$ cat src/logic/gpcf_pkg.sv
// package: register map, widths and reset values of the port block
package gpcf_pkg;
    // printed offsets are not all multiples of four: they are word indices
    localparam logic [7:0] port_c_pin_data_idx = 8'h02;
    localparam logic [7:0] port_d_pin_data_idx = 8'h03;
    localparam logic [7:0] port_c_direction_idx = 8'h06;
    localparam logic [7:0] port_e_pin_data_idx = 8'h08;
    localparam logic [7:0] port_f_pin_data_idx = 8'h09;
    localparam logic [7:0] port_e_direction_idx = 8'h0c;
    localparam logic [7:0] port_f_direction_idx = 8'h0d;
    localparam int idx_lsb = 2;
    localparam int port_c_width = 7;
    localparam int port_d_width = 7;
    localparam int port_e_width = 8;
    localparam int port_f_width = 6;
    localparam logic [7:0] direction_reset = 8'h00;
    localparam logic [31:0] unmapped_read = 32'h00000000;
endpackage

$ cat src/logic/gpcf_port_if.sv
// interface: pin side of one port, between the top and a port slice
interface gpcf_port_if #(parameter int width = 8);
    logic [width-1:0] pin_level;
    logic [width-1:0] latch;
    logic [width-1:0] direction;
    logic [width-1:0] periph_own;
    logic [width-1:0] periph_oe;
    logic [width-1:0] periph_out;
    logic [width-1:0] read_value;
    logic [width-1:0] drive_en;
    logic [width-1:0] drive_value;
    modport slice (
        input pin_level, latch, direction, periph_own, periph_oe, periph_out,
        output read_value, drive_en, drive_value
    );
    modport top (
        output pin_level, latch, direction, periph_own, periph_oe, periph_out,
        input read_value, drive_en, drive_value
    );
endinterface

$ cat src/logic/gpcf_sync.sv
// two-stage synchroniser for a bus of pin levels
module gpcf_sync #(
    parameter int width = 8
) (
    input wire logic clk_in,
    input wire logic rst_in,
    input wire logic ce_in,
    input wire logic [width-1:0] async_in,
    output logic [width-1:0] sync_out
);
    logic [width-1:0] stage1;

    always_ff @(posedge clk_in or posedge rst_in) begin
        if (rst_in) begin
            stage1 <= '0;
            sync_out <= '0;
        end else if (ce_in) begin
            stage1 <= async_in;
            sync_out <= stage1;
        end
    end
endmodule

$ cat src/logic/gpcf_slice.sv
// per-bit read mux and output driver of one port
module gpcf_slice (
    gpcf_port_if.slice p
);
    // direction picks read source even for pins a peripheral owns
    assign p.read_value = (p.direction & p.latch)
                        | (~p.direction & p.pin_level);
    // a peripheral that owns a pin decides its direction itself
    assign p.drive_en = (p.periph_own & p.periph_oe)
                      | (~p.periph_own & p.direction);
    assign p.drive_value = (p.periph_own & p.periph_out)
                         | (~p.periph_own & p.latch);
endmodule

$ cat src/logic/gpcf_ports.sv
// top: parallel ports c, d, e, f with an apb register slave
// Notes on behaviour
// - reset clears all direction registers so c, e, f pins start as inputs.
// - direction one enables the pin driver; zero leaves the pin undriven.
// - with direction zero, data reads return the synchronised pin level.
// - port c data decoded at its index; output bits read back the latch.
// - port e data decoded at its index; output bits read back the latch.
// - port f data decoded at its index; output bits read back the latch.
// - data writes with pstrb bit 0 set update the latch, whatever the direction.
// - writes to input pins touch only the latch, not pin or read value.
// - port d is seven input-only bits; reads give pins, writes the latch.
// - reset leaves every data latch unchanged.
// - port e has eight bits; timers take five, serial takes two.
// - timer-owned port e pins follow timer direction; direction picks reads.
// - port f has six bits; spi takes four, serial two; direction picks reads.
// - spi or serial ownership of a port f pin overrides its direction bit.
//
// The implementer's own choice: register access over APB.
module gpcf_ports #(
    parameter int c_w = gpcf_pkg::port_c_width,
    parameter int d_w = gpcf_pkg::port_d_width,
    parameter int e_w = gpcf_pkg::port_e_width,
    parameter int f_w = gpcf_pkg::port_f_width
) (
    input wire logic clk_in,
    input wire logic rst_in,
    input wire logic ce_in,
    input wire logic psel_in,
    input wire logic penable_in,
    input wire logic pwrite_in,
    input wire logic [11:0] paddr_in,
    input wire logic [31:0] pwdata_in,
    input wire logic [3:0] pstrb_in,
    output logic [31:0] prdata_out,
    output logic pready_out,
    output logic pslverr_out,
    input wire logic [c_w-1:0] port_c_pin_in,
    output logic [c_w-1:0] port_c_pin_out,
    output logic [c_w-1:0] port_c_pin_oe_out,
    input wire logic [d_w-1:0] port_d_pin_in,
    input wire logic [e_w-1:0] port_e_pin_in,
    output logic [e_w-1:0] port_e_pin_out,
    output logic [e_w-1:0] port_e_pin_oe_out,
    input wire logic [e_w-1:0] port_e_periph_own_in,
    input wire logic [e_w-1:0] port_e_periph_oe_in,
    input wire logic [e_w-1:0] port_e_periph_out_in,
    input wire logic [f_w-1:0] port_f_pin_in,
    output logic [f_w-1:0] port_f_pin_out,
    output logic [f_w-1:0] port_f_pin_oe_out,
    input wire logic [f_w-1:0] port_f_periph_own_in,
    input wire logic [f_w-1:0] port_f_periph_oe_in,
    input wire logic [f_w-1:0] port_f_periph_out_in,
    output logic [e_w-1:0] port_e_pin_sync_out,
    output logic [f_w-1:0] port_f_pin_sync_out
);
    // ------------------------------------------------------------
    // register storage
    // ------------------------------------------------------------
    logic [c_w-1:0] port_c_latch;
    logic [d_w-1:0] port_d_latch;
    logic [e_w-1:0] port_e_latch;
    logic [f_w-1:0] port_f_latch;
    logic [c_w-1:0] port_c_direction;
    logic [e_w-1:0] port_e_direction;
    logic [f_w-1:0] port_f_direction;

    // ------------------------------------------------------------
    // pin synchronisers
    // ------------------------------------------------------------
    logic [c_w-1:0] c_sync;
    logic [d_w-1:0] d_sync;
    logic [e_w-1:0] e_sync;
    logic [f_w-1:0] f_sync;

    gpcf_sync #(.width(c_w)) u_sync_c (
        .clk_in(clk_in), .rst_in(rst_in), .ce_in(ce_in),
        .async_in(port_c_pin_in), .sync_out(c_sync)
    );
    gpcf_sync #(.width(d_w)) u_sync_d (
        .clk_in(clk_in), .rst_in(rst_in), .ce_in(ce_in),
        .async_in(port_d_pin_in), .sync_out(d_sync)
    );
    gpcf_sync #(.width(e_w)) u_sync_e (
        .clk_in(clk_in), .rst_in(rst_in), .ce_in(ce_in),
        .async_in(port_e_pin_in), .sync_out(e_sync)
    );
    gpcf_sync #(.width(f_w)) u_sync_f (
        .clk_in(clk_in), .rst_in(rst_in), .ce_in(ce_in),
        .async_in(port_f_pin_in), .sync_out(f_sync)
    );

    // ------------------------------------------------------------
    // port slices
    // ------------------------------------------------------------
    gpcf_port_if #(.width(c_w)) pc ();
    gpcf_port_if #(.width(e_w)) pe ();
    gpcf_port_if #(.width(f_w)) pf ();

    assign pc.pin_level = c_sync;
    assign pc.latch = port_c_latch;
    assign pc.direction = port_c_direction;
    assign pc.periph_own = '0;
    assign pc.periph_oe = '0;
    assign pc.periph_out = '0;

    assign pe.pin_level = e_sync;
    assign pe.latch = port_e_latch;
    assign pe.direction = port_e_direction;
    assign pe.periph_own = port_e_periph_own_in;
    assign pe.periph_oe = port_e_periph_oe_in;
    assign pe.periph_out = port_e_periph_out_in;

    assign pf.pin_level = f_sync;
    assign pf.latch = port_f_latch;
    assign pf.direction = port_f_direction;
    assign pf.periph_own = port_f_periph_own_in;
    assign pf.periph_oe = port_f_periph_oe_in;
    assign pf.periph_out = port_f_periph_out_in;

    gpcf_slice u_slice_c (.p(pc.slice));
    gpcf_slice u_slice_e (.p(pe.slice));
    gpcf_slice u_slice_f (.p(pf.slice));

    // ------------------------------------------------------------
    // apb decode
    // ------------------------------------------------------------
    localparam int idx_lsb_c = gpcf_pkg::idx_lsb;
    function automatic logic hit(input logic [11:0] a, input logic [7:0] idx);
        hit = (a[11:idx_lsb_c] == {2'h0, idx}) && (a[1:0] == 2'h0);
    endfunction

    wire access = psel_in && penable_in && ce_in;
    wire wr = access && pwrite_in && pstrb_in[0];
    wire sel_c = hit(paddr_in, gpcf_pkg::port_c_pin_data_idx);
    wire sel_d = hit(paddr_in, gpcf_pkg::port_d_pin_data_idx);
    wire sel_e = hit(paddr_in, gpcf_pkg::port_e_pin_data_idx);
    wire sel_f = hit(paddr_in, gpcf_pkg::port_f_pin_data_idx);
    wire sel_dc = hit(paddr_in, gpcf_pkg::port_c_direction_idx);
    wire sel_de = hit(paddr_in, gpcf_pkg::port_e_direction_idx);
    wire sel_df = hit(paddr_in, gpcf_pkg::port_f_direction_idx);
    wire mapped = sel_c | sel_d | sel_e | sel_f | sel_dc | sel_de | sel_df;

    // read mux: upper bits stay zero
    logic [31:0] next_rdata;
    always_comb begin
        next_rdata = gpcf_pkg::unmapped_read;
        if (sel_c) begin
            next_rdata[c_w-1:0] = pc.read_value;
        end else if (sel_d) begin
            next_rdata[d_w-1:0] = d_sync;
        end else if (sel_e) begin
            next_rdata[e_w-1:0] = pe.read_value;
        end else if (sel_f) begin
            next_rdata[f_w-1:0] = pf.read_value;
        end else if (sel_dc) begin
            next_rdata[c_w-1:0] = port_c_direction;
        end else if (sel_de) begin
            next_rdata[e_w-1:0] = port_e_direction;
        end else if (sel_df) begin
            next_rdata[f_w-1:0] = port_f_direction;
        end
    end

    // ------------------------------------------------------------
    // apb response: zero wait states, registered outputs
    // ------------------------------------------------------------
    always_ff @(posedge clk_in or posedge rst_in) begin
        if (rst_in) begin
            prdata_out <= '0;
            pslverr_out <= 1'b0;
            pready_out <= 1'b0;
        end else if (ce_in) begin
            pready_out <= psel_in && !penable_in;
            pslverr_out <= psel_in && !penable_in && !mapped;
            if (psel_in && !penable_in && !pwrite_in) begin
                prdata_out <= next_rdata;
            end
        end
    end

    wire wr_done = wr && pready_out;

    // ------------------------------------------------------------
    // data latches: no reset
    // ------------------------------------------------------------
    always_ff @(posedge clk_in) begin
        if (wr_done && sel_c) begin
            port_c_latch <= pwdata_in[c_w-1:0];
        end
        if (wr_done && sel_d) begin
            port_d_latch <= pwdata_in[d_w-1:0];
        end
        if (wr_done && sel_e) begin
            port_e_latch <= pwdata_in[e_w-1:0];
        end
        if (wr_done && sel_f) begin
            port_f_latch <= pwdata_in[f_w-1:0];
        end
    end

    // ------------------------------------------------------------
    // direction registers
    // ------------------------------------------------------------
    always_ff @(posedge clk_in or posedge rst_in) begin
        if (rst_in) begin
            port_c_direction <= gpcf_pkg::direction_reset[c_w-1:0];
            port_e_direction <= gpcf_pkg::direction_reset[e_w-1:0];
            port_f_direction <= gpcf_pkg::direction_reset[f_w-1:0];
        end else begin
            if (wr_done && sel_dc) begin
                port_c_direction <= pwdata_in[c_w-1:0];
            end
            if (wr_done && sel_de) begin
                port_e_direction <= pwdata_in[e_w-1:0];
            end
            if (wr_done && sel_df) begin
                port_f_direction <= pwdata_in[f_w-1:0];
            end
        end
    end

    // ------------------------------------------------------------
    // pin drivers, registered; software may avoid glitches by
    // writing the latch before the direction
    // ------------------------------------------------------------
    always_ff @(posedge clk_in or posedge rst_in) begin
        if (rst_in) begin
            port_c_pin_out <= '0;
            port_c_pin_oe_out <= '0;
            port_e_pin_out <= '0;
            port_e_pin_oe_out <= '0;
            port_f_pin_out <= '0;
            port_f_pin_oe_out <= '0;
            port_e_pin_sync_out <= '0;
            port_f_pin_sync_out <= '0;
        end else if (ce_in) begin
            port_c_pin_oe_out <= pc.drive_en;
            port_c_pin_out <= pc.drive_value;
            port_e_pin_oe_out <= pe.drive_en;
            port_e_pin_out <= pe.drive_value;
            port_f_pin_oe_out <= pf.drive_en;
            port_f_pin_out <= pf.drive_value;
            port_e_pin_sync_out <= e_sync;
            port_f_pin_sync_out <= f_sync;
        end
    end

    // ------------------------------------------------------------
    // checks
    // ------------------------------------------------------------
    a_dir_reset_zero: assert property (@(posedge clk_in)
        $fell(rst_in) |-> (port_c_direction == '0 && port_e_direction == '0
                           && port_f_direction == '0))
        else $error("direction not cleared by reset");

    a_c_oe_follow: assert property (@(posedge clk_in)
        disable iff (rst_in)
        ce_in |=> port_c_pin_oe_out == $past(port_c_direction))
        else $error("port c enable does not follow direction");

    a_c_pin_drive: assert property (@(posedge clk_in)
        disable iff (rst_in)
        (wr_done && sel_c) ##1 ce_in
        |=> port_c_pin_out == $past(port_c_latch))
        else $error("port c output does not follow latch");

    a_c_read_pin: assert property (@(posedge clk_in)
        disable iff (rst_in)
        (ce_in && psel_in && !penable_in && !pwrite_in && sel_c)
        |=> prdata_out[c_w-1:0] ==
            $past((port_c_direction & port_c_latch) |
                  (~port_c_direction & c_sync)))
        else $error("port c read source wrong");

    a_c_write_latch: assert property (@(posedge clk_in)
        disable iff (rst_in)
        (wr_done && sel_c) |=> port_c_latch == $past(pwdata_in[c_w-1:0]))
        else $error("port c latch not written");

    a_c_dir_upper: assert property (@(posedge clk_in)
        disable iff (rst_in)
        (ce_in && psel_in && !penable_in && !pwrite_in && sel_dc)
        |=> prdata_out[31:c_w] == '0)
        else $error("port c direction upper bits not zero");

    a_d_read_pin: assert property (@(posedge clk_in)
        disable iff (rst_in)
        (ce_in && psel_in && !penable_in && !pwrite_in && sel_d)
        |=> prdata_out == {{(32-d_w){1'b0}}, $past(d_sync)})
        else $error("port d read is not the pin");

    a_d_write_latch: assert property (@(posedge clk_in)
        disable iff (rst_in)
        (wr_done && sel_d) |=> port_d_latch == $past(pwdata_in[d_w-1:0]))
        else $error("port d latch not written");

    a_e_write_latch: assert property (@(posedge clk_in)
        disable iff (rst_in)
        (wr_done && sel_e) |=> port_e_latch == $past(pwdata_in[e_w-1:0]))
        else $error("port e latch not written");

    a_e_read_src: assert property (@(posedge clk_in)
        disable iff (rst_in)
        (ce_in && psel_in && !penable_in && !pwrite_in && sel_e)
        |=> prdata_out[e_w-1:0] ==
            $past((port_e_direction & port_e_latch) |
                  (~port_e_direction & e_sync)))
        else $error("port e read source wrong");

    a_e_owned_oe: assert property (@(posedge clk_in)
        disable iff (rst_in)
        (ce_in && port_e_periph_own_in[0])
        |=> port_e_pin_oe_out[0] == $past(port_e_periph_oe_in[0]))
        else $error("port e direction overrides timer");

    a_e_free_oe: assert property (@(posedge clk_in)
        disable iff (rst_in)
        (ce_in && !port_e_periph_own_in[e_w-1])
        |=> port_e_pin_oe_out[e_w-1] == $past(port_e_direction[e_w-1]))
        else $error("port e enable does not follow direction");

    a_f_write_latch: assert property (@(posedge clk_in)
        disable iff (rst_in)
        (wr_done && sel_f) |=> port_f_latch == $past(pwdata_in[f_w-1:0]))
        else $error("port f latch not written");

    a_f_read_src: assert property (@(posedge clk_in)
        disable iff (rst_in)
        (ce_in && psel_in && !penable_in && !pwrite_in && sel_f)
        |=> prdata_out[f_w-1:0] ==
            $past((port_f_direction & port_f_latch) |
                  (~port_f_direction & f_sync)))
        else $error("port f read source wrong");

    a_f_owned_oe: assert property (@(posedge clk_in)
        disable iff (rst_in)
        (ce_in && port_f_periph_own_in[0])
        |=> port_f_pin_oe_out[0] == $past(port_f_periph_oe_in[0]))
        else $error("port f direction overrides peripheral");

    a_f_free_oe: assert property (@(posedge clk_in)
        disable iff (rst_in)
        (ce_in && !port_f_periph_own_in[f_w-1])
        |=> port_f_pin_oe_out[f_w-1] == $past(port_f_direction[f_w-1]))
        else $error("port f enable does not follow direction");

    a_f_upper_zero: assert property (@(posedge clk_in)
        disable iff (rst_in)
        (ce_in && psel_in && !penable_in && !pwrite_in && sel_f)
        |=> prdata_out[31:f_w] == '0)
        else $error("port f upper bits not zero");

    a_ready_pulse: assert property (@(posedge clk_in)
        disable iff (rst_in)
        (ce_in && psel_in && !penable_in) |=> pready_out)
        else $error("no ready after setup");
endmodule

$ cat config.mk
export PLATFORM = sky130hd
export DESIGN_NAME = gpcf_ports
export DESIGN_NICKNAME = d
export VERILOG_FILES = /design/src/logic/gpcf_pkg.sv /design/src/logic/gpcf_port_if.sv /design/src/logic/gpcf_sync.sv /design/src/logic/gpcf_slice.sv /design/src/logic/gpcf_ports.sv
export SDC_FILE = /design/constraint.sdc
export NUM_CORES = 1
export LEC_CHECK = 0
export ABC_AREA = 1
export BUFFER_PORTS_ARGS = -buffer_cell sky130_fd_sc_hd__buf_2
export CAP_MARGIN = 20
export CORE_UTILIZATION = 45
export CTS_CLUSTER_SIZE = 30
export DETAILED_ROUTE_END_ITERATION = 7
export PLACE_DENSITY = 0.67
export SLEW_MARGIN = 20
export SYNTH_ARGS = -nofsm -noshare
export SYNTH_HDL_FRONTEND = slang
export SYNTH_SLANG_ARGS = --single-unit
$ cat constraint.sdc
create_clock -name clk_in -period 10.7 [get_ports clk_in]
set_input_delay 2.675 -clock clk_in [delete_from_list [all_inputs] [get_ports clk_in]]
set_output_delay 2.675 -clock clk_in [all_outputs]
set_load 0.01 [all_outputs]
After elaboration in Yosys (flattened, before gate mapping)
Index checks and enable logic that the tools add are counted.
{"block": "op_classes", "n_eq_ne": 7, "mux": 12, "bitwise_logic": 32, "reduce_logical": 26}
{"operator": "$and A8 B8 Y8", "count": 6}
{"operator": "$eq A10 B4 Y1 const B", "count": 4}
{"operator": "$and A6 B6 Y6", "count": 6}
{"operator": "$or A8 B8 Y8", "count": 3}
{"operator": "$logic_and A1 B1 Y1", "count": 21}
{"operator": "$mux W7", "count": 3}
{"operator": "$eq A10 B2 Y1 const B", "count": 2}
{"operator": "$mux W6", "count": 3}
{"operator": "$or A6 B6 Y6", "count": 3}
{"operator": "$not A8 Y8", "count": 2}
{"operator": "$and A7 B7 Y7", "count": 2}
{"operator": "$not A6 Y6", "count": 2}
{"operator": "$eq A10 B3 Y1 const B", "count": 1}
{"operator": "$mux W8", "count": 1}
{"operator": "$not A7 Y7", "count": 1}
{"operator": "$or A7 B7 Y7", "count": 1}
{"operator": "$or A1 B1 Y1", "count": 6}
{"operator": "$mux W2", "count": 2}
{"operator": "$logic_not A1 Y1", "count": 3}
{"operator": "$mux W1", "count": 3}
{"operator": "$logic_not A2 Y1", "count": 1}
{"operator": "$reduce_and A2 Y1", "count": 1}
{"block": "word_totals", "regBits": 164}

Logic depth before layout (Yosys ltp)
Gate-level depths: netlist (run 1).
{"block": "logic_depth", "ltp_word": 10, "ltp_mapped": 11}

By module
A second synthesis (run 1) with hierarchy kept.
{"block": "hier_totals", "hier_cells": 1051, "hier_area_um2": 7978.9}
{"module": "gpcf_ports", "n_inst": 1, "cells_per_inst": 579, "area_per_inst_um2": 4937.2}
{"module": "gpcf_sync at u_sync_c ...", "n_inst": 2, "cells_per_inst": 60, "area_per_inst_um2": 534.3}
{"module": "gpcf_sync at u_sync_e", "n_inst": 1, "cells_per_inst": 69, "area_per_inst_um2": 644.4}
{"module": "gpcf_sync at u_sync_f", "n_inst": 1, "cells_per_inst": 52, "area_per_inst_um2": 461.7}
{"module": "gpcf_slice at u_slice_e", "n_inst": 1, "cells_per_inst": 88, "area_per_inst_um2": 330.3}
{"module": "gpcf_slice at u_slice_c", "n_inst": 1, "cells_per_inst": 77, "area_per_inst_um2": 289.0}
{"module": "gpcf_slice at u_slice_f", "n_inst": 1, "cells_per_inst": 66, "area_per_inst_um2": 247.7}

Worst setup path before layout (run 1)
No wires, ideal clock.
{"block": "synth_path", "path_kind": "input to register", "from": "input port paddr_in[2]", "to": "register port_e_latch[0] (netlist: pe.latch[0]) (enable)", "setup_ns": 0.370, "arrival_time_ns": 3.751, "slack_ns": 6.579, "path_stages": 4, "n_path_buf": 1, "path_cell_list": "buf_2 nor3_1 nand2_1 nor2_1"}
{"block": "synth_between", "elab_chain_cells": 3}
{"element": "start: declaration", "line": "gpcf_ports.sv:31", "text": "input wire logic [11:0] paddr_in,"}
{"element": "$eq A10 B4 Y1", "line": "gpcf_ports.sv:129", "text": "hit = (a[11:idx_lsb_c] == {2'h0, idx}) && (a[1:0] == 2'h0);"}
{"element": "$logic_and A1 B1 Y1", "line": "gpcf_ports.sv:129"}
{"element": "$logic_and A1 B1 Y1", "line": "gpcf_ports.sv:193", "text": "if (wr_done && sel_e) begin"}
{"element": "end signal: assignment", "line": "gpcf_ports.sv:194", "text": "port_e_latch <= pwdata_in[e_w-1:0];"}
{"element": "end: declaration", "line": "gpcf_ports.sv:61", "text": "logic [e_w-1:0] port_e_latch;"}
Every way passes these cells.
A chain may end at the register's enable or synchronous reset.

Worst setup path in the final report (run 1)
{"block": "layout_path", "from": "input port paddr_in[11]", "to": "register port_e_latch[5] (netlist: pe.latch[5]) (enable)"}
Same word-level chain as after synthesis.

==> results of run 1 <==
-- metrics by stage --
stage | std cells | cell area, sq um
floorplan | 873 | 7345
global placement | 1195 | 8144
detailed placement | 1195 | 8144
CTS | 1227 | 8736
global route | 1227 | 8736
finish | 1227 | 8736
-- placed cells by master (no fill, tap or decap), types with 3 or more instances in the layout --
master	n
buf_2	161
buf_4	5
a21oi_1	7
o21ai_1	3
inv_1	67
o21ai_0	147
edfxtp_1	21
nor2_1	66
clkbuf_16	18
dfrtp_1	143
nand2_1	261
clkinvlp_4	3
nand4_1	40
nand3_1	15
conb_1	24
nor3_1	3
clkinv_4	3
nor4_2	3
clkbuf_8	3
-- cell type report --
type / instances / area [sq um] / share of cell area, %
inverters: 72 / 276.5 / 3.165
repair buffers: 166 / 843.3 / 9.653
clock buffers: 23 / 499.2 / 5.715
clock inverters: 9 / 92.59 / 1.060
flip-flops and latches: 164 / 4209 / 48.18
well taps: 216 / 270.3 / 3.094
multi-input cells: 577 / 2545 / 29.13
-- worst max-delay path by stage --
| stage | start | to | cells past startpoint |
|---|---|---|---|
| after floorplan | rst_in | pc.direction[0]$_DFFE_PP0P_ | 1 |
| after global placement | paddr_in[11] | pe.latch[0]$_DFFE_PP_ | 6 |
| after detailed placement | paddr_in[11] | pe.latch[2]$_DFFE_PP_ | 6 |
| after CTS | paddr_in[11] | pe.latch[5]$_DFFE_PP_ | 6 |
| after global routing | paddr_in[11] | pe.latch[5]$_DFFE_PP_ | 6 |
| final | paddr_in[11] | pe.latch[5]$_DFFE_PP_ | 6 |
-- logic make-up after synthesis --
| kind of cell | Yosys count | synth area share (%) |
|---|---|---|
| simple gates | 394 | 22.72 |
| flops | 164 | 57.99 |
| mux | 1 | 0.1551 |
| buf+inv | 132 | 8.171 |
| other cells | 1 | 0.05167 |
| compound gates | 158 | 10.91 |
-- synthesized netlist by cell type --
library cell	number
nand2_1	261
o21ai_0	147
dfrtp_1	143
inv_1	68
nor2_1	67
nand4_1	40
clkbuf_1	28
buf_4	24
edfxtp_1	21
nand3_1	15
a21oi_1	7
buf_2	6
inv_2	3
nor3_1	3
nor4_2	3
o21ai_1	3
buf_1	2
nor4_1	2
a31oi_1	1
clkinv_1	1
conb_1	1
mux2_2	1
nand3_2	1
nor2_2	1
nor2_4	1
-- layer usage --
metal	vias to the layer above	global-route usage (%)
met5	-	0
met1	2841	34.35
met4	0	7.820
met2	208	34.31
met3	20	4.491
li1	3013	-
-- power breakdown --
group	total, mW	internal, mW	leakage, nW	switching, mW
logic	0.144	0.0486	2.08	0.0959
registers	0.689	0.671	2.02	0.0178
clock network	0.603	0.354	0.281	0.249
-- critical path: stages --
cell and delay (ns):
buf_2 0.12, nor2_4 0.61, nand2_1 0.21, nor2_1 0.26
nand2_1 0.13, nor2_1 0.74
-- sequential cells by signal, indices dropped and copies added, names as in the netlist, 8 cells and up --
| signal | count |
|---|---|
| port_e_pin_sync_out | 8 |
| prdata_out | 8 |
| port_e_pin_oe_out | 8 |
| pe.latch | 8 |
| u_sync_e.sync_out | 8 |
| port_e_pin_out | 8 |
| pe.direction | 8 |
| u_sync_e.stage1 | 8 |
==> implementation parameters, run 1 <==
Parameter                              Value

Route
  Detailed-route vias per instance ... 4.957
  Total via count in the routed design ... 6,082
  DR WL/cell ... 14.75 um
  DRC viols ... 0
  Top Metal Used ... met4
  Met3 WL post-DR ... 1050 um
  Final wirelength ... 18,100 um
  Initial DRC count ... 552
  Post-DRT Antenna Nets ... 0
  Routed length on met1 ... 8741 um
  Pre-antenna DRT Iters ... 5
  Met2 routed wirelength ... 8021 um

Timing
  Final-layout worst hold slack ... 0.4645 ns
  Layout Skew ... 0.007582 ns
  Relative max-transition margin ... 35.75%
  Fin crit share ... 43.99%
  Slew Viols, Final ... 0
  Min setup slack post-route ... 5.993 ns
  Final period demand of the worst path ... 4.707 ns
  Transition time of the tightest slew-check pin ... 0.9550 ns
  Setup tns final ... 0 ns
  Fmax achieved ... 212.4 MHz
  Final number of setup-violating endpoints ... 0
  Final-report hold violation count ... 0
  RSZ-0062 raised after global routing ... false

Cells and area
  Final Util ... 55.19%
  Synthesis-to-finish area growth ... 20.36%
  Number of antenna repair diodes ... 0
  Fraction of layout instances using a drive strength above 1 ... 20.57%
  Number of filler cells placed in the layout ... 1,500
  Final-stage net count ... 1,122

Global route
  First-pass GRT wire length ... 29,040 um
  Pin count of the biggest net entering global routing ... 99
  Number of antenna violations at the first check in global routing ... 0
  Via count of the first global-routing pass ... 5,622
  Total overflow reported by the global router ... 0
  Global routing usage summed across all routing layers ... 23.25%

Yosys
  Sequential element share of the synthesized area ... 57.99%
  Number of warnings reported in the yosys synthesis log ... 0
  Share of Yosys cell area claimed by the top area cell type ... 49.30%
  Count of different cell masters after synthesis ... 25
  Mean Syn Cell Area ... 8.539 sq um
  Biggest area consumer among synthesized cells ... dfrtp_1
  Ranking of synthesized cells by area ... dfrtp_1 (49%), nand2_1 (13%), o21ai_0 (10%), edfxtp_1 (8.7%), inv_1 (3.5%)
  Flop and latch count out of synthesis ... 164
  Mapped cell area ... 7258 sq um
  Number of instances in the synthesized netlist ... 850

Clock tree
  Post-cts gate resize count ... 0
  TritonCTS Buffers ... 17
  Hold_buf cts ... 0
  CTS clk-pin slew, worst paths ... 0.06 ns
  Number of H-tree levels ... 4
  Root buffer cell ... clkbuf_16
  Worst-skew pair later-pin latency ... 0.43 ns
  Total number of clock tree sinks ... 164
  Maximum root-to-sink buffer count ... 2
  Post-CTS Repair Setup Buffers ... 0
  TritonCTS clock tree ... built

Hold path
  Source of the worst hold timing path ... port_c_pin_oe_out[2]$_DFFE_PP0P_
  Worst hold path depth ... 2
  Hold Path Sink ... port_c_pin_oe_out[2]$_DFFE_PP0P_
  Hold WC Path Type ... reg -> reg

Worst setup path
  Crit Path Max Fanout ... 37
  Worst setup SP type ... input port
  Class of the most critical setup path ... in -> reg
  Worst-case register-to-register setup slack ... 8.63 ns
  Signal arrival time at the worst endpoint ... 4.75 ns
  Kind of capture point of the worst setup path ... register
  Startpoint of the lowest-slack register-to-register path ... pready_out$_DFFE_PP0P_
  Reg-to-reg critical path endpoint ... pe.latch[5]$_DFFE_PP_
  Register-to-Register Path Depth ... 4
  Critical path data required time ... 10.75 ns

Job
  Max-cap violation count ... 0

Placed design
  Final weighted congestion of routability-driven global placement ... 0.8683
  Estimated wirelength of the detail-placed design ... 12,550 um
  Place WS ... 5.588 ns
  Port buffer count ... 162

Floorplan
  Top-level I/O count ... 214
  Die Width ... 129 um
  Total die area ... 16,640 sq um
  Initial cell density of the core ... 45.86%
  Core footprint ... 15,830 sq um
  Height of the chip ... 129 um
  Cell Rows ... 46

Power and ir drop
  Peak supply drop ... 112.6 uV
  LEAKAGE ... 4.373 nW
  Pwr/cell area ... 164.4 nW/um^2
  Overall Power ... 1.437 mW

Run status
  Run status ... completed
Note: power is estimated with default switching activity, not from simulation.
==> run 2: changes to the inputs <==
--- a/config.mk
+++ b/config.mk
@@ -11,7 +11,7 @@
 export CORE_UTILIZATION = 45
 export CTS_CLUSTER_SIZE = 30
 export DETAILED_ROUTE_END_ITERATION = 7
-export PLACE_DENSITY = 0.67
+export PLACE_DENSITY = 0.7
 export SLEW_MARGIN = 20
 export SYNTH_ARGS = -nofsm -noshare
 export SYNTH_HDL_FRONTEND = slang
==> constraint.sdc (replaced) <==
create_clock -name clk_in -period 4.1 [get_ports clk_in]
set_input_delay 1.025 -clock clk_in [delete_from_list [all_inputs] [get_ports clk_in]]
set_output_delay 1.025 -clock clk_in [all_outputs]
set_load 0.01 [all_outputs]
==> run 2 against run 1 <==
Against the previous run:
- first-iteration DRC count fell by 22%
- sequential power grew to 2.6 times the previous value
- utilization up 0.26 points
- sequential share of layout area decreased by 0.23 points
- cell area is 0.47% higher
- clock skew up 0.00072 ns
- routed wire length is 0.70% lower
- global-route usage fell by 0.49 points
- power rose to 2.6 times the previous value
- non-clock buffer count up 3
- critical path type unchanged
- highest routed layer unchanged
==> implementation parameters, run 2 (synthesis results as in run 1) <==
Parameter                              Value

Timing
  Fin crit share ... 66.29%
  Fmax achieved ... 367.9 MHz
  Final-report hold violation count ... 0
  Slew Viols, Final ... 0
  Layout Skew ... 0.008300 ns
  Final number of setup-violating endpoints ... 0
  Min setup slack post-route ... 1.382 ns
  Transition time of the tightest slew-check pin ... 0.9640 ns
  Relative max-transition margin ... 35.14%
  Final period demand of the worst path ... 2.718 ns
  Setup tns final ... 0 ns
  RSZ-0062 raised after global routing ... false

Worst setup path
  Signal arrival time at the worst endpoint ... 2.77 ns
  Maximum single-stage delay on the critical path ... 0.65 ns
  Buffer and inverter count on the worst path ... 1
  Crit-path leading delay family ... simple AND/OR/NAND/NOR gates
  Class of the most critical setup path ... in -> reg
  Worst setup SP type ... input port
  Crit-path cells ... buf_2 -> nor2_1 -> nand2_1 -> nor3_1 -> nand2_1 -> nor2_1
  Crit Path Max Fanout ... 11
  Critical path data required time ... 4.15 ns
  Slowest cell on the critical path ... nor2_1
  Kind of capture point of the worst setup path ... register

Placed design
  Estimated wirelength of the detail-placed design ... 12,840 um
  Cell count after placement ... 1,198
  Port buffer count ... 162
  Final weighted congestion of routability-driven global placement ... 0.8962
  Place WS ... 0.9405 ns

Global route
  Pin count of the biggest net entering global routing ... 99
  First-pass GRT wire length ... 28,470 um
  Via count of the first global-routing pass ... 5,590
  Total overflow reported by the global router ... 0
  Number of antenna violations at the first check in global routing ... 0
  Global routing usage summed across all routing layers ... 22.76%

Power and ir drop
  Peak supply drop ... 309.9 uV
  Net Sw Frac ... 24.98%
  Portion of total power attributed to sequential cells ... 47.9%
  Internal Dissipation ... 2.820 mW
  Proportion of power drawn by combinational gates ... 10.2%
  LEAKAGE ... 4.392 nW
  Pwr/cell area ... 428.3 nW/um^2
  P_sw ... 939.1 uW
  Share of power burned in the clock network ... 42.0%

Clock tree
  Root buffer cell ... clkbuf_16
  TritonCTS clock tree ... built
  Maximum root-to-sink buffer count ... 2
  Total number of clock tree sinks ... 164
  Post-cts gate resize count ... 0
  Hold_buf cts ... 0
  Worst-skew pair later-pin latency ... 0.43 ns
  Post-CTS Repair Setup Buffers ... 0
  CTS clk-pin slew, worst paths ... 0.06 ns
  Number of H-tree levels ... 4
  TritonCTS Buffers ... 17

Route
  Post-DRT Antenna Nets ... 0
  Final wirelength ... 17,970 um
  Initial DRC count ... 433
  Detailed-route vias per instance ... 4.956
  Total via count in the routed design ... 6,096
  Pre-antenna DRT Iters ... 7
  DR WL/cell ... 14.61 um
  DRC viols ... 0

Cells and area
  Footprint of the multi-input gates ... 2545 sq um
  Number of antenna repair diodes ... 0
  Final Util ... 55.45%
  Final standard cell count with taps included and fillers excluded ... 1,230
  Sequential Area ... 4209 sq um
  Final-stage net count ... 1,125
  Fraction of layout instances using a drive strength above 1 ... 20.61%
  Highest-count cells in the layout ignoring fill and taps ... nand2_1 (261), buf_2 (161), o21ai_0 (147)
  Synthesis-to-finish area growth ... 20.93%
  Number of filler cells placed in the layout ... 1,452
  Commonest non-fill, non-tap cell in the layout ... nand2_1

Floorplan
  Total die area ... 16,640 sq um
  Initial cell density of the core ... 45.86%
  Top-level I/O count ... 214
  Height of the chip ... 129 um
  Cell Rows ... 46
  Core footprint ... 15,830 sq um
  Die Width ... 129 um

Hold path
  Hold WC Path Type ... reg -> reg

Run status
  Run status ... completed

Job
  Max-cap violation count ... 0
-- run 2: changes by cell type in the layout (fill, tap and decap cells not counted), sizes merged --
| cell | before | now |
|---|---|---|
| bufinv | 1 | 2 |
| inv | 71 | 72 |
| buf | 166 | 169 |
| clkbuf | 23 | 22 |
| clkinv | 6 | 5 |
-- run 2: path summary, 6_finish.rpt --
kind	slack, ns	from	cells past startpoint	endpoint
setup / recovery	1.38	paddr_in[7]	6	pe.latch[7]$_DFFE_PP_
hold / removal	0.47	port_c_pin_out[3]$_DFFE_PP0P_	2	port_c_pin_out[3]$_DFFE_PP0P_
setup reg to reg	2.12	pready_out$_DFFE_PP0P_	4	pf.latch[1]$_DFFE_PP_
hold reg to reg	0.47	port_c_pin_out[3]$_DFFE_PP0P_	2	port_c_pin_out[3]$_DFFE_PP0P_
max in group asynchronous	2.62	rst_in	3	u_sync_e.stage1[7]$_DFFE_PP0P_
min in group asynchronous	0.70	rst_in	2	port_f_pin_out[4]$_DFFE_PP0P_
-- run 2: metrics by stage --
| step | cell area [sq um] | hold WS, ns | total power, mW |
|---|---|---|---|
| after detailed placement | 8190 | 0.4575 | 2.213 |
| after global placement | 8190 | 0.4522 | 2.204 |
| final | 8777 | 0.4694 | 3.759 |
| after floorplan | 7348 | 0.4417 | 2.051 |
| after global routing | 8777 | 0.4800 | 3.927 |
| after CTS | 8777 | 0.4747 | 3.794 |
-- run 2: area by class of cell --
type,instances,area share [%]
Clock buffer,22,5.303
Sequential cell,164,47.95
Tap cell,216,3.079
Inverter,72,3.136
Multi-Input combinational cell,577,28.99
Clock inverter,10,1.383
Timing Repair Buffer,169,10.15
-- run 2: worst min-delay path, delay by kind of cell, from the launching register on --
kind	cells	cell delay, ns
AND/OR/NAND/NOR	2	0.10
flip-flops	1	0.34
-- run 2: per-layer routing --
metal	up-vias	GRT usage [%]	share of wire (%)
li1	3026	-	-
met1	2805	31.95	47
met2	234	34.44	44
met3	31	5.073	6.7
met4	0	8.927	2.4
met5	-	0	0
-- run 2: power groups by stage --
stage	Combinational, mW	Sequential [mW]	Clock [mW]
final	0.382	1.80	1.58
after global routing	0.438	1.81	1.68
after CTS	0.387	1.80	1.61
after detailed placement	0.385	1.83	0
after global placement	0.379	1.83	0
after floorplan	0.205	1.85	0
==> run 3: changes to the inputs <==
--- a/config.mk
+++ b/config.mk
@@ -5,7 +5,7 @@
 export SDC_FILE = /design/constraint.sdc
 export NUM_CORES = 1
 export LEC_CHECK = 0
-export ABC_AREA = 1
+export ABC_AREA = 0
 export BUFFER_PORTS_ARGS = -buffer_cell sky130_fd_sc_hd__buf_2
 export CAP_MARGIN = 20
 export CORE_UTILIZATION = 45
==> constraint.sdc (replaced) <==
create_clock -name clk_in -period 2.4 [get_ports clk_in]
set_input_delay 0.6 -clock clk_in [delete_from_list [all_inputs] [get_ports clk_in]]
set_output_delay 0.6 -clock clk_in [all_outputs]
set_load 0.01 [all_outputs]
==> run 3 against run 2 <==
Against the previous run:
- global-route usage decreased by 0.68 points
- power increased by 74%
- cell count decreased by 23%
- sequential power increased by 76%
- clock skew decreased by 0.0018 ns
- utilization increased by 1.9 points
- largest cell class unchanged
- largest power group unchanged
==> implementation parameters, run 3 <==
Parameter                              Value

Clock tree
  Post-cts gate resize count ... 0
  TritonCTS clock tree ... built
  TritonCTS Buffers ... 17
  Total number of clock tree sinks ... 164
  CTS clk-pin slew, worst paths ... 0.06 ns
  Number of H-tree levels ... 4
  Maximum root-to-sink buffer count ... 2
  Worst-skew pair later-pin latency ... 0.42 ns
  Post-CTS Repair Setup Buffers ... 0
  Root buffer cell ... clkbuf_16
  Hold_buf cts ... 0

Global route
  Global routing usage summed across all routing layers ... 22.08%
  First-pass GRT wire length ... 27,140 um
  Number of antenna violations at the first check in global routing ... 0
  Total overflow reported by the global router ... 0
  Via count of the first global-routing pass ... 5,080
  Pin count of the biggest net entering global routing ... 142

Timing
  Final-report hold violation count ... 0
  Transition time of the tightest slew-check pin ... 0.6706 ns
  Fmax achieved ... 515.4 MHz
  Relative max-transition margin ... 55.29%
  Fin crit share ... 80.84%
  RSZ-0062 raised after global routing ... false
  Final period demand of the worst path ... 1.940 ns
  Layout Skew ... 0.006515 ns
  Setup tns final ... 0 ns
  Slew Viols, Final ... 0
  Final number of setup-violating endpoints ... 0

Yosys
  Ranking of synthesized cells by area ... dfrtp_1 (50%), mux2_2 (16%), edfxtp_1 (8.7%), mux2i_1 (4.9%), a21oi_1 (3.0%)
  Number of flops mapped to enable cells by yosys ... 21
  Area fraction in compound gates after synthesis ... 6.827%
  Mapped cell area ... 7221 sq um
  Flop and latch count out of synthesis ... 164
  Most common library cells after synthesis ... dfrtp_1 (143), mux2_2 (102), a21oi_1 (44), nor2_1 (36), mux2i_1 (35)
  Count of different cell masters after synthesis ... 40
  Most used DFF post-synth ... dfrtp_1
  Sequential element share of the synthesized area ... 58.29%
  Post-Synth Simple-Gate Area ... 7.278%
  Number of instances in the synthesized netlist ... 551
  Share of Yosys cell area claimed by the top area cell type ... 49.56%
  Dominant combinational cell family by area after synthesis ... multiplexers
  Portion of netlist area occupied by mux cells ... 23.41%
  Adder-cell share of the synthesized area ... 0%
  Number of warnings reported in the yosys synthesis log ... 0
  Biggest area consumer among synthesized cells ... dfrtp_1
  Ys async rst share ... 87.20%
  Mean Syn Cell Area ... 13.10 sq um
  Synthesized-area fraction occupied by xor and xnor cells ... 0%
  Most frequent cell after synthesis ... dfrtp_1

Cells and area
  Synthesis-to-finish area growth ... 22.51%
  Highest-count cells in the layout ignoring fill and taps ... buf_2 (161), dfrtp_1 (143), mux2_2 (102)
  Number of antenna repair diodes ... 0
  Fraction of layout instances using a drive strength above 1 ... 44.41%
  Commonest non-fill, non-tap cell in the layout ... buf_2
  Final standard cell count with taps included and fillers excluded ... 945
  Number of filler cells placed in the layout ... 1,305
  Final-stage net count ... 845

Worst setup path
  Register-to-Register Path Depth ... 5
  Critical Path Stages ... 6
  Kind of capture point of the worst setup path ... register
  Worst setup SP type ... input port
  CP dominant cell by count ... o21ai_0
  Crit-path cells ... buf_2 -> or4b_1 -> a211oi_1 -> o21ai_0 -> a21oi_1 -> o21ai_0
  Slowest cell on the critical path ... or4b_1
  Crit Path Max Fanout ... 7
  Maximum single-stage delay on the critical path ... 0.69 ns
  Critical path data required time ... 2.70 ns
  Class of the most critical setup path ... in -> reg
  Buffer and inverter count on the worst path ... 1
  Crit-path leading delay family ... compound AO/OA/AOI/OAI gates
  Signal arrival time at the worst endpoint ... 2.24 ns

Power and ir drop
  Peak supply drop ... 448.9 uV
  Overall Power ... 6.536 mW
  Pwr/cell area ... 738.8 nW/um^2
  LEAKAGE ... 4.077 nW

Floorplan
  Core footprint ... 15,430 sq um
  Initial cell density of the core ... 46.80%
  Cell Rows ... 45
  Total die area ... 16,560 sq um
  Die Width ... 128.7 um
  Top-level I/O count ... 214
  Height of the chip ... 128.7 um

Placed design
  Estimated wirelength of the detail-placed design ... 12,820 um
  Port buffer count ... 162
  Cell count after placement ... 913
  Final weighted congestion of routability-driven global placement ... 0.8836

Route
  Total via count in the routed design ... 4,836
  DRC viols ... 0
  Final wirelength ... 17,100 um
  DR WL/cell ... 18.09 um
  Pre-antenna DRT Iters ... 5
  Post-DRT Antenna Nets ... 0
  Initial DRC count ... 236
  Detailed-route vias per instance ... 5.117

Job
  Max-cap violation count ... 0

Run status
  Run status ... completed

Hold path
  Hold WC Path Type ... in -> async
-- run 3: final cells by class --
type / instances / area, sq um / area share, %
clock inverters: 13 / 132.6 / 1.499
well taps: 211 / 264.0 / 2.984
repair buffers: 178 / 983.4 / 11.12
multi-input cells: 357 / 2799 / 31.64
clock buffers: 19 / 442.9 / 5.007
inverters: 3 / 15.01 / 0.1697
flip-flops and latches: 164 / 4209 / 47.58
-- run 3: final timing paths --
path	slack [ns]	endpoint	from
max	0.46	prdata_out[1]$_DFFE_PP0P_	paddr_in[3]
min	0.22	port_f_pin_sync_out[4]$_DFFE_PP0P_	rst_in
max reg2reg	0.71	pf.direction[1]$_DFFE_PP0P_	pready_out$_DFFE_PP0P_
min reg2reg	0.49	prdata_out[0]$_DFFE_PP0P_	prdata_out[0]$_DFFE_PP0P_
max in group asynchronous	1.55	port_c_pin_out[5]$_DFFE_PP0P_	rst_in
min in group clk_in	0.38	pe.latch[7]$_DFFE_PP_	pwdata_in[7]
-- run 3: logic make-up (layout without fill, tap and decap cells) --
group	count (synthesis)	in the layout
other	1	24
buffers and inverters	53	213
muxes	152	152
and+or+nand+nor	94	94
DFF	164	164
AOI/OAI and AO/OA	87	87
-- run 3: metal layers --
layer	vias to the layer above	part of all wire, %	global-route usage [%]
li1	2279	-	-
met1	2376	42	27.28
met2	164	50	37.27
met3	17	6.4	6.195
met4	0	1.6	7.612
met5	-	0	0
-- run 3: power by group --
part / leakage (nW) / total, mW / internal, mW / switching [mW]
Combinational: 1.86 / 0.730 / 0.363 / 0.367
Clock: 0.276 / 2.63 / 1.55 / 1.08
Sequential: 1.94 / 3.17 / 3.03 / 0.141
-- run 3: metrics by stage --
| stage | cell area (sq um) | hold slack (ns) | util, % | setup WS [ns] |
|---|---|---|---|---|
| floorplan | 7311 | 0.4716 | - | 0.008943 |
| global placement | 8270 | 0.4660 | 53.61 | 0.1119 |
| detailed placement | 8270 | 0.4737 | 53.61 | 0.06565 |
| CTS | 8846 | 0.2138 | 57.34 | 0.5217 |
| global route | 8846 | 0.2325 | 57.34 | 0.3943 |
| finish | 8846 | 0.2169 | 57.34 | 0.4599 |
